File: src/shared/pom_pkg.sv
// constants for the pin output mux and overflow flag block
package pom_pkg;

   // -----------------------------------------------------------------
   // register bus widths and offsets
   // -----------------------------------------------------------------
   localparam int ADDR_W = 8;
   localparam int DATA_W = 8;
   localparam logic [7:0] OFS_PIN3_SOURCE_SELECT = 8'h55;
   localparam logic [7:0] OFS_PIN_DRIVE_LEVEL = 8'h56;
   localparam logic [7:0] OFS_PIN_POLARITY_INVERT = 8'h57;
   localparam logic [7:0] OFS_PROCESSOR_OVERFLOW_STATUS = 8'h5a;
   localparam logic [7:0] READ_ZERO = 8'h00;

   // -----------------------------------------------------------------
   // field layouts
   // -----------------------------------------------------------------
   localparam int SEL_W = 4;
   localparam int SEL_LSB = 0;
   localparam int SEL_MSB = 3;
   localparam int GP_LSB = 2;          // level and invert fields, b5..b2
   localparam int GP_MSB = 5;
   localparam int GP_W = 4;
   localparam int PIN3_BIT = 5;        // this pin's bit in both fields
   localparam int PIN3_IDX = PIN3_BIT - GP_LSB;
   localparam int OVF_W = 5;
   localparam int OVF_SHIFTER = 0;
   localparam int OVF_RIGHT2 = 1;
   localparam int OVF_LEFT2 = 2;
   localparam int OVF_RIGHT1 = 3;
   localparam int OVF_LEFT1 = 4;

   // -----------------------------------------------------------------
   // reset values
   // -----------------------------------------------------------------
   localparam logic [3:0] SEL_RESET = 4'h0;
   localparam logic [3:0] GP_RESET = 4'h0;
   localparam logic [4:0] OVF_RESET = 5'h00;
   localparam logic [1:0] DIV_RESET = 2'h0;
   localparam logic [1:0] DIV_STEP = 2'h1;

   // -----------------------------------------------------------------
   // source selector codes
   // -----------------------------------------------------------------
   localparam logic [3:0] SEL_OFF = 4'h0;
   localparam logic [3:0] SEL_DSP_PIN = 4'h1;
   localparam logic [3:0] SEL_LEVEL = 4'h2;
   localparam logic [3:0] SEL_AMUTE_BOTH = 4'h3;
   localparam logic [3:0] SEL_AMUTE_LEFT = 4'h4;
   localparam logic [3:0] SEL_AMUTE_RIGHT = 4'h5;
   localparam logic [3:0] SEL_CLK_INVALID = 4'h6;
   localparam logic [3:0] SEL_SERIAL_OUT = 4'h7;
   localparam logic [3:0] SEL_ANMUTE_LEFT = 4'h8;
   localparam logic [3:0] SEL_ANMUTE_RIGHT = 4'h9;
   localparam logic [3:0] SEL_PLL_LOCK = 4'ha;
   localparam logic [3:0] SEL_CP_CLK = 4'hb;
   localparam logic [3:0] SEL_DAC_CLK = 4'hc;
   localparam logic [3:0] SEL_DSP_DIV4 = 4'hd;
   localparam logic [3:0] SEL_UV_HIGH = 4'he;
   localparam logic [3:0] SEL_UV_LOW = 4'hf;

endpackage : pom_pkg
File: src/shared/pom_ovf_if.sv
// carrier between the register logic and the sticky overflow flags
interface pom_ovf_if;
   logic [4:0] event_set;   // one bit per overflow source
   logic rd_clear;          // status register read this cycle
   logic [4:0] flags;       // sticky flag state

   modport owner (input event_set, input rd_clear, output flags);
   modport user (output event_set, output rd_clear, input flags);
endinterface : pom_ovf_if

File: src/rtl/pom_ovf_flags.sv
// sticky clear-on-read overflow flags
module pom_ovf_flags
   import pom_pkg::*;
(
   // clock and reset
   input wire logic clock_i,
   input wire logic rst_n_i,
   // flag carrier
   pom_ovf_if.owner ovf
);

   // -----------------------------------------------------------------
   // one sticky flag per source
   // -----------------------------------------------------------------
   genvar gi;
   generate
      for (gi = 0; gi < OVF_W; gi++)
      begin : g_flag
         always_ff @(posedge clock_i)
         begin
            if (!rst_n_i)
               ovf.flags[gi] <= OVF_RESET[gi];
            else if (ovf.event_set[gi])
               ovf.flags[gi] <= 1'b1;
            else if (ovf.rd_clear)
               ovf.flags[gi] <= 1'b0;
         end

      end
   endgenerate
endmodule : pom_ovf_flags

File: src/rtl/pom_pin_mux.sv
// output source mux, polarity and register port for general pin three

// -----------------------------------------------------------------
// top module
// -----------------------------------------------------------------
module pom_pin_mux
   import pom_pkg::*;
(
   // clock and reset
   input wire logic clock_i,
   input wire logic rst_n_i,
   // register port
   input wire logic [ADDR_W-1:0] reg_addr_i,
   input wire logic reg_wr_i,
   input wire logic reg_rd_i,
   input wire logic [DATA_W-1:0] reg_wdata_i,
   output logic [DATA_W-1:0] reg_rdata_o,
   // direction from the separate direction register
   input wire logic pin3_dir_out_i,
   // internal sources
   input wire logic dsp_pin_i,
   input wire logic amute_left_i,
   input wire logic amute_right_i,
   input wire logic clk_invalid_i,
   input wire logic serial_audio_out_i,
   input wire logic anmute_left_n_i,
   input wire logic anmute_right_n_i,
   input wire logic pll_lock_i,
   input wire logic cp_clk_i,
   input wire logic dac_clk_i,
   input wire logic dsp_clk_i,
   input wire logic uv_high_i,
   input wire logic uv_low_i,
   // overflow events from the processor
   input wire logic left_port1_overflow_i,
   input wire logic right_port1_overflow_i,
   input wire logic left_port2_overflow_i,
   input wire logic right_port2_overflow_i,
   input wire logic shifter_overflow_i,
   // pin
   output logic general_pin_three_o,
   output logic general_pin_three_oe_n_o
);

   // -----------------------------------------------------------------
   // declarations
   // -----------------------------------------------------------------
   logic [SEL_W-1:0] pin3_source_code;
   logic [GP_W-1:0] pin_level_bits;
   logic [GP_W-1:0] pin_invert_bits;
   logic [1:0] dsp_div_cnt;
   logic dsp_clk_prev;
   logic dsp_clk_rise;
   logic sel_src;
   logic next_pin;
   logic [DATA_W-1:0] next_rdata;
   logic wr_sel;
   logic wr_level;
   logic wr_invert;
   logic rd_ovf;

   pom_ovf_if ovf ();

   // -----------------------------------------------------------------
   // register decode
   // -----------------------------------------------------------------
   // reserved bits are simply not stored, so a stray write is harmless
   assign wr_sel = reg_wr_i && (reg_addr_i == OFS_PIN3_SOURCE_SELECT);
   assign wr_level = reg_wr_i && (reg_addr_i == OFS_PIN_DRIVE_LEVEL);
   assign wr_invert = reg_wr_i && (reg_addr_i == OFS_PIN_POLARITY_INVERT);
   // a read of the status register clears it
   assign rd_ovf = reg_rd_i && (reg_addr_i == OFS_PROCESSOR_OVERFLOW_STATUS);

   // selector, low nibble, resets to off
   always_ff @(posedge clock_i)
   begin
      if (!rst_n_i)
         pin3_source_code <= SEL_RESET;
      else if (wr_sel)
         pin3_source_code <= reg_wdata_i[SEL_MSB:SEL_LSB];
   end

   always_ff @(posedge clock_i)
   begin
      if (!rst_n_i)
         pin_level_bits <= GP_RESET;
      else if (wr_level)
         pin_level_bits <= reg_wdata_i[GP_MSB:GP_LSB];
   end

   always_ff @(posedge clock_i)
   begin
      if (!rst_n_i)
         pin_invert_bits <= GP_RESET;
      else if (wr_invert)
         pin_invert_bits <= reg_wdata_i[GP_MSB:GP_LSB];
   end

   // -----------------------------------------------------------------
   // read data
   // -----------------------------------------------------------------
   // unmapped offsets and reserved bits read as zero
   always_comb
   begin
      next_rdata = READ_ZERO;
      if (reg_addr_i == OFS_PIN3_SOURCE_SELECT)
         next_rdata[SEL_MSB:SEL_LSB] = pin3_source_code;
      else if (reg_addr_i == OFS_PIN_DRIVE_LEVEL)
         next_rdata[GP_MSB:GP_LSB] = pin_level_bits;
      else if (reg_addr_i == OFS_PIN_POLARITY_INVERT)
         next_rdata[GP_MSB:GP_LSB] = pin_invert_bits;
      else if (reg_addr_i == OFS_PROCESSOR_OVERFLOW_STATUS)
         next_rdata[OVF_W-1:0] = ovf.flags;
   end

   // read data held until the next read
   always_ff @(posedge clock_i)
   begin
      if (!rst_n_i)
         reg_rdata_o <= READ_ZERO;
      else if (reg_rd_i)
         reg_rdata_o <= next_rdata;
   end

   // -----------------------------------------------------------------
   // overflow flags
   // -----------------------------------------------------------------
   // ports one and two left and right, the shifter, and the read clear
   assign ovf.event_set[OVF_LEFT1] = left_port1_overflow_i;
   assign ovf.event_set[OVF_RIGHT1] = right_port1_overflow_i;
   assign ovf.event_set[OVF_LEFT2] = left_port2_overflow_i;
   assign ovf.event_set[OVF_RIGHT2] = right_port2_overflow_i;
   assign ovf.event_set[OVF_SHIFTER] = shifter_overflow_i;
   assign ovf.rd_clear = rd_ovf;

   pom_ovf_flags u_flags (
      .clock_i (clock_i),
      .rst_n_i (rst_n_i),
      .ovf (ovf.owner)
   );

   // -----------------------------------------------------------------
   // processor clock divided by four
   // -----------------------------------------------------------------
   // sampled in the system clock, so it must stay below half rate
   assign dsp_clk_rise = dsp_clk_i && !dsp_clk_prev;

   // edge detect register for the processor clock
   always_ff @(posedge clock_i)
   begin
      if (!rst_n_i)
         dsp_clk_prev <= 1'b0;
      else
         dsp_clk_prev <= dsp_clk_i;
   end

   // count rising edges, msb is clk/4
   always_ff @(posedge clock_i)
   begin
      if (!rst_n_i)
         dsp_div_cnt <= DIV_RESET;
      else if (dsp_clk_rise)
         dsp_div_cnt <= dsp_div_cnt + DIV_STEP;
   end

   // -----------------------------------------------------------------
   // source mux
   // -----------------------------------------------------------------
   // every code is legal, so no default arm
   always_comb
   begin
      sel_src = 1'b0;
      unique case (pin3_source_code)
         SEL_OFF: sel_src = 1'b0;
         SEL_DSP_PIN: sel_src = dsp_pin_i;
         SEL_LEVEL: sel_src = pin_level_bits[PIN3_IDX];
         SEL_AMUTE_BOTH: sel_src = amute_left_i && amute_right_i;
         SEL_AMUTE_LEFT: sel_src = amute_left_i;
         SEL_AMUTE_RIGHT: sel_src = amute_right_i;
         SEL_CLK_INVALID: sel_src = clk_invalid_i;
         SEL_SERIAL_OUT: sel_src = serial_audio_out_i;
         SEL_ANMUTE_LEFT: sel_src = anmute_left_n_i;
         SEL_ANMUTE_RIGHT: sel_src = anmute_right_n_i;
         SEL_PLL_LOCK: sel_src = pll_lock_i;
         SEL_CP_CLK: sel_src = cp_clk_i;
         SEL_DAC_CLK: sel_src = dac_clk_i;
         SEL_DSP_DIV4: sel_src = dsp_div_cnt[1];
         SEL_UV_HIGH: sel_src = uv_high_i;
         SEL_UV_LOW: sel_src = uv_low_i;
      endcase
   end

   assign next_pin = sel_src ^ pin_invert_bits[PIN3_IDX];

   // -----------------------------------------------------------------
   // pin drivers
   // -----------------------------------------------------------------
   // one flop of latency so the pin never glitches on a mux change
   always_ff @(posedge clock_i)
   begin
      if (!rst_n_i)
         general_pin_three_o <= 1'b0;
      else
         general_pin_three_o <= next_pin;
   end

   always_ff @(posedge clock_i)
   begin
      if (!rst_n_i)
         general_pin_three_oe_n_o <= 1'b1;
      else
         general_pin_three_oe_n_o <= !pin3_dir_out_i;
   end
endmodule : pom_pin_mux

File: config.mk
export PLATFORM = sky130hd
export DESIGN_NAME = pom_pin_mux
export DESIGN_NICKNAME = d
export VERILOG_FILES = /design/src/shared/pom_pkg.sv /design/src/shared/pom_ovf_if.sv /design/src/rtl/pom_ovf_flags.sv /design/src/rtl/pom_pin_mux.sv
export SDC_FILE = /design/constraint.sdc
export NUM_CORES = 1
export LEC_CHECK = 0
export CAP_MARGIN = 0
export CORE_UTILIZATION = 26
export CTS_BUF_LIST = sky130_fd_sc_hd__clkbuf_4 sky130_fd_sc_hd__clkbuf_8
export DETAILED_ROUTE_END_ITERATION = 16
export DONT_BUFFER_PORTS = 1
export GPL_ROUTABILITY_DRIVEN = 0
export PLACE_DENSITY = 0.45
export SLEW_MARGIN = 20
export SYNTH_ARGS = -nofsm -noshare
export SYNTH_HDL_FRONTEND = slang
export SYNTH_HIERARCHICAL = 1
export SYNTH_SLANG_ARGS = --single-unit
File: constraint.sdc
create_clock -name clock_i -period 3.55 [get_ports clock_i]
set_input_delay 0.5325 -clock clock_i [delete_from_list [all_inputs] [get_ports clock_i]]
set_output_delay 0.5325 -clock clock_i [all_outputs]
set_load 0.01 [all_outputs]
==> run metrics, run 1 <==
status complete, no violations; Tot GR Track Use 11.2%; # nets final 185; Simple-Gate Fraction of Synth Area 26.7%; sequential share of the synthesized area 39.8%; Setup Buffers After CTS 0; Post-Route M1 WL 1.38 mm; largest family of logic cells by synthesized area simple AND/OR/NAND/NOR gates; Power Dens Cells 355 nW/µm²; maximum VDD drop 0.108 mV; Critical Path Slowest Stage Cell mux4_1; commonest non-fill, non-tap cell in the layout dfxtp_1; Syn Inst Count 149; r2r worst-path depth 4; Core Box Area 5170 µm²; HP Class in2reg; number of buffers and inverters on the critical path 0; Clock Latency Late Sink 0.27 ns; hold_buf cts 0; top cells by area, synth dfxtp_1 40%, nor2b_1 8.4%, mux2i_1 6.4%; Yosys reg bits 28; post-synth design cell area 1410 µm²; period utilization 49.6%; DRC 0; vias post-DR 1041; grt ovf 0; Worst R2R End general_pin_three_o; critical path capture point type flip-flop; reg-to-reg setup timing slack 1.79 ns; RSZ-0062 raised after global routing no; CTS max path bufs 2; asr flop ratio synth 0%; Die Area 5720 µm²; row count 26; share of cells above drive strength 1 3.47%; Yosys top cell area share 39.8%; Pwr Total 0.529 mW; clock-pin slew on the worst setup and hold paths 0.09 ns; CTS tree done; Yosys Warn Count 6; Leakage 0.545 nW; post-synthesis compound-gate area fraction 14.1%; area share of fa/ha/maj cells after synthesis 0%; Clock Tree Root clkbuf_8; Hold Crit Depth 1; Ports 49; vias in the first global route 974; total CTS buffers 3; Hold Startpoint pin3_dir_out_i; Clock Sinks 28; ys flop type dfxtp_1; nature of the critical path startpoint flip-flop; final worst path period need 1.76 ns; initial drt markers 69; critical path cell sequence mux4_1, mux2i_1, mux2_1, nand3b_1; syn_area_per_cell 9.46 µm²; cell taking the most area after synthesis dfxtp_1; total of max-cap violations 0; hold endpoint general_pin_three_oe_n_o; Area Overhead vs Synth 5.59%; first-pass GRT wire length 4.78 mm; Final Slew Violations 0; via/cell ratio 4.86; Fillers 551; TritonRoute pass-1 iters 4; Fmax achieved 568 MHz; Die H 75.6 µm; commonest cells after routing, fill and taps aside 28 x dfxtp_1, 19 x nor2b_1, 13 x nand2_1; Reg area 561 µm²; synth unique cells 36; reg-to-reg startpoint pin3_source_code[1]; Post-synth EDFFs 0; Clock Skews 0.00299 ns; largest net degree at the start of global routing 31; # setup viols final 0; Top Metal Used met4; crit-path max cell delay 0.60 ns; xor and xnor fraction of the mapped netlist area 1.24%; Req. time, crit path 3.77 ns; Final TNS setup 0 ns; initial antenna violation count 0; antenna cells 0; count of input and output buffers 0; endpoints failing hold 0; Die Width 75.6 µm; area occupied by multi-input gates 792 µm²; Met3 Routed Length 270 µm; CP arrival 1.98 ns; Setup CP Type reg2reg; Max FO, Critical Path 8; H-tree Lvls 1; DR WL/cell 14.2 µm; Post-CTS Resized 0; antenna viol nets, final 0; post-synthesis mux area share 13.6%; Crit path max-delay family multiplexers; initial cell density of the core 27.3%; final wirelength 3.05 mm; met2 wire length 1.38 mm
==> power by group <==
part | switching, mW | total [mW] | internal [mW] | leakage [nW]
combinational | 0.0116 | 0.0307 | 0.0191 | 0.295
sequential | 0.00532 | 0.328 | 0.323 | 0.228
clock | 0.0941 | 0.170 | 0.0761 | 0.0216
total | 0.111 | 0.529 | 0.418 | 0.545
==> synthesized netlist by cell type (all sizes together) (3+ instances only) <==
| library cell | instances |
|---|---|
| nand3b | 4 |
| nor2b | 19 |
| mux4 | 3 |
| nand3 | 7 |
| and2 | 6 |
| nand4 | 5 |
| dfxtp | 28 |
| buf | 7 |
| o21a | 5 |
| mux2i | 9 |
| nand2 | 13 |
| o21ai | 5 |
| a21boi | 5 |
==> how the worst max path moves through the flow <==
stage                         from             endpoint  slack (ns)  depth (start not counted)
2_1_floorplan             cp_clk_i  general_pin_three_o        1.94                          4
3_3_place_gp   pin3_source_code[1]  general_pin_three_o        1.81                          4
3_5_place_dp         reg_addr_i[5]       reg_rdata_o[3]        1.82                          4
4_1_cts        pin3_source_code[1]  general_pin_three_o        1.80                          4
5_1_grt        pin3_source_code[1]  general_pin_three_o        1.69                          4
6_report       pin3_source_code[1]  general_pin_three_o        1.79                          4
==> through the flow <==
step / area (µm²) / hold slack [ns] / std cells / setup WS (ns) / utilization (%)
global placement: 1450 / 0.482 / 211 / 1.81 / 28.0
global route: 1490 / 0.304 / 214 / 1.69 / 28.8
detailed placement: 1450 / 0.484 / 211 / 1.82 / 28.0
CTS: 1490 / 0.311 / 214 / 1.80 / 28.8
finish: 1490 / 0.315 / 214 / 1.79 / 28.8
floorplan: 1410 / 0.446 / 150 / 1.94 / -
==> registers in the layout, indices dropped and copies added (netlist names) <==
signal,cells
dsp_clk_prev,1
u_flags/ovf.flags,5
pin3_source_code,4
dsp_div_cnt,2
general_pin_three_oe_n_o,1
reg_rdata_o,6
general_pin_three_o,1
pin_level_bits,4
pin_invert_bits,4
==> layout make-up <==
type / count / share of cell area, %
multi-input combinational: 111 / 53.2
sequential: 28 / 37.6
tap: 70 / 5.88
clock buffer: 3 / 2.77
inverter: 2 / 0.504
==> cells by family after synthesis <==
kind of cell,count (synthesis)
AO/OA/AOI/OAI,28
XOR/XNOR,2
buffers and inverters,11
flip-flops,28
multiplexers,14
other,1
AND/OR/NAND/NOR,65
==> per-layer routing <==
metal | vias to the layer above | global-route usage, %
met1 | 489 | 14.9
met5 | - | 0
li1 | 521 | -
met4 | 0 | 3.70
met2 | 29 | 16.7
met3 | 2 | 4.37
Power figures use the tool's default switching activity.
==> inputs of run 2 (changes only) <==
Clock period 3.55 ns to 1.8 ns, I/O delays scaled along.
==> run 2 against run 1 <==
Compared with the run above:
- total power is 98% higher
- sequential share of layout area decreased by 0.38 points
- critical path depth did not move
- clock skew increased by 0.0012 ns
- fmax up 12%
- sequential power is 97% higher
- core utilization rose by 0.29 points
- combinational power increased by 98%
- worst hold slack got worse by 0.26 ns
- critical endpoint unchanged
==> run metrics, run 2 (synthesized netlist as in run 1, its figures left out) <==
status complete, no violations; Largest register FFs 6 (unchanged); Setup CP Type reg2reg; initial drt markers 47 (-32%); share of cells above drive strength 1 4.79% (+1.3 points); CTS tree done; placed cell areas 1460 µm² (+1.0%); Hold Startpoint pin3_dir_out_i; CTS max path bufs 2 (unchanged); maximum VDD drop 0.240 mV (+120%); largest net degree at the start of global routing 31 (unchanged); Die Width 75.6 µm (unchanged); Largest Register reg_rdata_o; HP Class in2reg; GR Util met3 4.50% (+0.13 points); Setup WS pre-CTS 0.235 ns (-1.59 ns); RSZ-0062 raised after global routing no; row count 26 (unchanged); antenna cells 0 (unchanged); Final Slew Violations 0 (unchanged); initial antenna violation count 0 (unchanged); critical path capture point type flip-flop; worst hold slack 0.0518 ns (-0.263 ns); Clock Tree Root clkbuf_8; H-tree Lvls 1 (unchanged); GR peak layer met2; met2 GRT Util 18.0% (+1.3 points); Fmax achieved 637 MHz (+12%); via/cell ratio 4.88 (+0.31%); final setup margin 0.231 ns (-1.56 ns); reg-to-reg startpoint pin3_source_code[1]; final wirelength 3.07 mm (+0.82%); commonest non-fill, non-tap cell in the layout dfxtp_1; Setup Buffers After CTS 0 (unchanged); hold_buf cts 0 (unchanged); Worst R2R End general_pin_three_o; Pwr Total 1.05 mW (+98%); DR WL/cell 14.2 µm (-0.11%); commonest cells after routing, fill and taps aside 28 x dfxtp_1, 19 x nor2b_1, 13 x nand2_1; final worst path period need 1.57 ns (-0.190 ns); placed insts 213 (+0.95%); Max FO, Critical Path 3 (-5); Req. time, crit path 2.02 ns (-1.75 ns); Ports 49 (unchanged); antenna viol nets, final 0 (unchanged); vias post-DR 1054 (+1.2%); # nets final 187 (+1.1%); grt ovf 0 (unchanged); initial cell density of the core 27.3% (unchanged); r2r worst-path depth 4 (unchanged); hold endpoint general_pin_three_oe_n_o; nature of the critical path startpoint flip-flop; endpoints failing hold 0 (unchanged); clock-pin slew on the worst setup and hold paths 0.09 ns (about the same); Area Overhead vs Synth 6.65%; Die H 75.6 µm (unchanged); global routing usage on met1 12.9% (-2.0 points); CP arrival 1.79 ns (-0.19 ns); Clock Latency Late Sink 0.27 ns (about the same); DRC 0 (unchanged); Final TNS setup 0 ns (unchanged); Hold Crit Depth 1 (unchanged); fin area 1500 µm² (+1.0%); Die Area 5720 µm² (unchanged); Largest regs reg_rdata_o: 6 flops, u_flags/ovf.flags: 5 flops; TritonRoute pass-1 iters 4 (unchanged); total CTS buffers 3 (unchanged); total of max-cap violations 0 (unchanged); Tot GR Track Use 11.0% (-0.22 points); Layout Utilization 29.1% (+0.29 points); Leakage 0.556 nW (+2.0%); reg-to-reg setup timing slack 0.23 ns (-1.56 ns); worst setup path startpoint pin3_source_code[1]; Clock Sinks 28 (unchanged); Clock Skews 0.00418 ns (+0.00119 ns); # setup viols final 0 (unchanged); Core Box Area 5170 µm² (unchanged); first-pass GRT wire length 4.60 mm (-3.7%); count of input and output buffers 0 (unchanged); Power Dens Cells 695 nW/µm² (+96%); Final Non-Filler Cells 216 (+0.93%); vias in the first global route 985 (+1.1%); period utilization 87.2% (+38 points); Post-CTS Resized 0 (unchanged)
## run 2: changes by cell type in the layout (fill, tap and decap cells not counted), sizes merged
cell,delta
buf,+2
## run 2: layout make-up
type | instances | area, µm²
fillers | 551 | 3670
repair buffers | 2 | 15.0
clock buffers | 3 | 41.3
multi-input cells | 111 | 792
flip-flops and latches | 28 | 561
inverters | 2 | 7.51
well taps | 70 | 87.6
## run 2: critical path, stage by stage (launching register included)
cell and delay [ns]:
dfxtp_1 0.38, mux4_1 0.56, mux2i_1 0.17, mux2_1 0.34
nand3b_1 0.08
## run 2: worst max-delay path by stage
stage                                      to  slack [ns]  cells after the start
after detailed placement  general_pin_three_o        0.23                      4
final                     general_pin_three_o        0.23                      4
after global routing      general_pin_three_o        0.15                      4
after global placement    general_pin_three_o        0.23                      4
after CTS                 general_pin_three_o        0.20                      4
after floorplan           general_pin_three_o        0.25                      5
## run 2: metal layers
metal | vias to the layer above | share of wire, %
met5 | - | 0
met3 | 2 | 8.7
li1 | 524 | -
met1 | 504 | 44
met2 | 24 | 47
met4 | 0 | 0.72
## run 2: report_power, final
part	internal, mW	switching, mW	leakage [nW]	total, mW
Sequential	0.636	0.0107	0.228	0.647
Clock	0.150	0.188	0.0216	0.338
Combinational	0.0377	0.0231	0.306	0.0607
Total	0.824	0.222	0.556	1.05
==> inputs of run 3 (changes only) <==
Settings changed: CORE_UTILIZATION 26 to 48, PLACE_DENSITY 0.45 to 0.69.
==> run 3 against run 2 <==
Compared with the run above:
- core utilization rose by 24 points
- clock skew fell by 0.0030 ns
- setup slack got worse by 0.020 ns
- combinational power rose by 3.5%
- critical endpoint unchanged
- highest routed layer unchanged
==> run metrics, run 3 (synthesized netlist as in run 1, its figures left out) <==
area occupied by multi-input gates 792 µm² (unchanged); H-tree Lvls 1 (unchanged); status complete, no violations; Reg area 561 µm² (unchanged); grt ovf 0 (unchanged); Critical Path Slowest Stage Cell mux4_1; DR WL/cell 15.0 µm (+5.7%); Leakage 0.557 nW (+0.16%); commonest cells after routing, fill and taps aside 28 x dfxtp_1, 19 x nor2b_1, 13 x nand2_1; final wirelength 2.69 mm (-12%); Largest regs reg_rdata_o: 6 flops, u_flags/ovf.flags: 5 flops; Setup WS pre-CTS 0.243 ns (+0.00790 ns); row count 19 (-27%); CP arrival 1.87 ns (+0.08 ns); maximum VDD drop 0.419 mV (+75%); Flop pwr share 63.9% (+2.0 points); CTS max path bufs 2 (unchanged); via/cell ratio 5.92 (+21%); Largest register FFs 6 (unchanged); Max FO, Critical Path 3 (unchanged); Power Dens Cells 692 nW/µm² (-0.46%); # setup viols final 0 (unchanged); final setup margin 0.211 ns (-0.0198 ns); Pwr Total 1.01 mW (-3.2%); Area Overhead vs Synth 3.73%; initial cell density of the core 50.7% (+23 points); Net Sw Power 0.211 mW (-4.8%); RSZ-0062 raised after global routing no; Tot GR Track Use 18.4% (+7.4 points); total of max-cap violations 0 (unchanged); Clock Latency Late Sink 0.32 ns (+0.05 ns); TritonRoute pass-1 iters 4 (unchanged); Layout Utilization 52.6% (+24 points); Setup Buffers After CTS 0 (unchanged); count of input and output buffers 0 (unchanged); clock power share 29.9% (-2.4 points); Clock Sinks 28 (unchanged); vias in the first global route 1065 (+8.1%); Fmax achieved 629 MHz (-1.2%); initial drt markers 43 (-8.5%); initial antenna violation count 0 (unchanged); Final TNS setup 0 ns (unchanged); Core Box Area 2780 µm² (-46%); clock-pin slew on the worst setup and hold paths 0.14 ns (+0.05 ns); CTS tree done; # nets final 188 (+0.53%); critical path cell sequence mux4_1, mux2i_1, mux2_1, nand3b_1; share of cells above drive strength 1 4.73% (-0.065 points); Req. time, crit path 2.08 ns (+0.06 ns); nature of the critical path startpoint flip-flop; period utilization 88.3% (+1.1 points); P_int 0.801 mW (-2.8%); largest net degree at the start of global routing 31 (unchanged); first-pass GRT wire length 4.56 mm (-0.91%); commonest non-fill, non-tap cell in the layout dfxtp_1; Ports 49 (unchanged); final worst path period need 1.59 ns (+0.0198 ns); antenna viol nets, final 0 (unchanged); Logic pwr share 6.2% (+0.4 points); switching share of power 20.8% (-0.34 points); endpoints failing hold 0 (unchanged); Setup CP Type reg2reg; Die Width 56.2 µm (-26%); vias post-DR 1059 (+0.47%); Clock Skews 0.00117 ns (-0.00301 ns); dpl hpwl 2.06 mm; Die H 56.2 µm (-26%); Die Area 3160 µm² (-45%); crit-path max cell delay 0.55 ns (about the same); fin area 1460 µm² (-2.7%); HP Class in2reg; antenna cells 0 (unchanged); Clock Tree Root clkbuf_4; DRC 0 (unchanged); Final Slew Violations 0 (unchanged); Fillers 259 (-53%); placed cell areas 1410 µm² (-3.8%); critical path capture point type flip-flop; Largest Register reg_rdata_o; Post-CTS Resized 0 (unchanged); total CTS buffers 3 (unchanged)
[run 3: changes by cell type in the layout (fill, tap and decap cells not counted), sizes merged]
cell / before / now
dlygate4sd3: 0 / 2
buf: 2 / 1
clkbuf: 3 / 4
[run 3: metrics by stage]
stage          instances  hold slack [ns]
6_report             179           0.0213
5_1_grt              179           0.0120
4_1_cts              179           0.0146
3_5_place_dp         173            0.337
3_3_place_gp         173            0.335
2_1_floorplan        150            0.332
[run 3: final timing paths]
kind	from	to	slack (ns)	cells past startpoint
setup / recovery	pin3_source_code[1]	general_pin_three_o	0.21	4
hold / removal	reg_rd_i	reg_rdata_o[1]	0.02	1
hold reg to reg	u_flags/ovf.flags[0]	reg_rdata_o[0]	0.49	2
setup reg to reg	pin3_source_code[1]	general_pin_three_o	0.21	4
[run 3: power groups by stage]
stage | logic [mW] | registers [mW] | clock network [mW]
2_1_floorplan | 0.0663 | 0.659 | 0
3_3_place_gp | 0.0585 | 0.660 | 0
6_report | 0.0628 | 0.647 | 0.302
4_1_cts | 0.0632 | 0.648 | 0.313
5_1_grt | 0.0704 | 0.650 | 0.333
3_5_place_dp | 0.0598 | 0.661 | 0
[run 3: cell type report]
cell class / instances / area share (%)
multi-input cells: 111 / 54.1
flip-flops and latches: 28 / 38.3
inverters: 2 / 0.513
repair buffers: 3 / 1.88
well taps: 31 / 2.65
clock buffers: 4 / 2.48
[run 3: worst max-delay path, delay by kind of cell (launching register included)]
| family | cells | cell delay (ns) |
|---|---|---|
| mux | 3 | 1.07 |
| flops | 1 | 0.40 |
| simple gates | 1 | 0.08 |
[run 3: what timing repair did]
action	in CTS	in global routing
hold endpoints to repair	1	0
hold buffers	2	0
setup endpoints to repair	0	0
[run 3: per-layer routing]
layer | routed length (µm) | GRT usage [%] | part of all wire [%]
met1 | 1170 | 22.0 | 44
met2 | 1270 | 30.8 | 47
met3 | 196 | 4.88 | 7.3
met4 | 46 | 8.36 | 1.7
met5 | 0 | 0 | 0
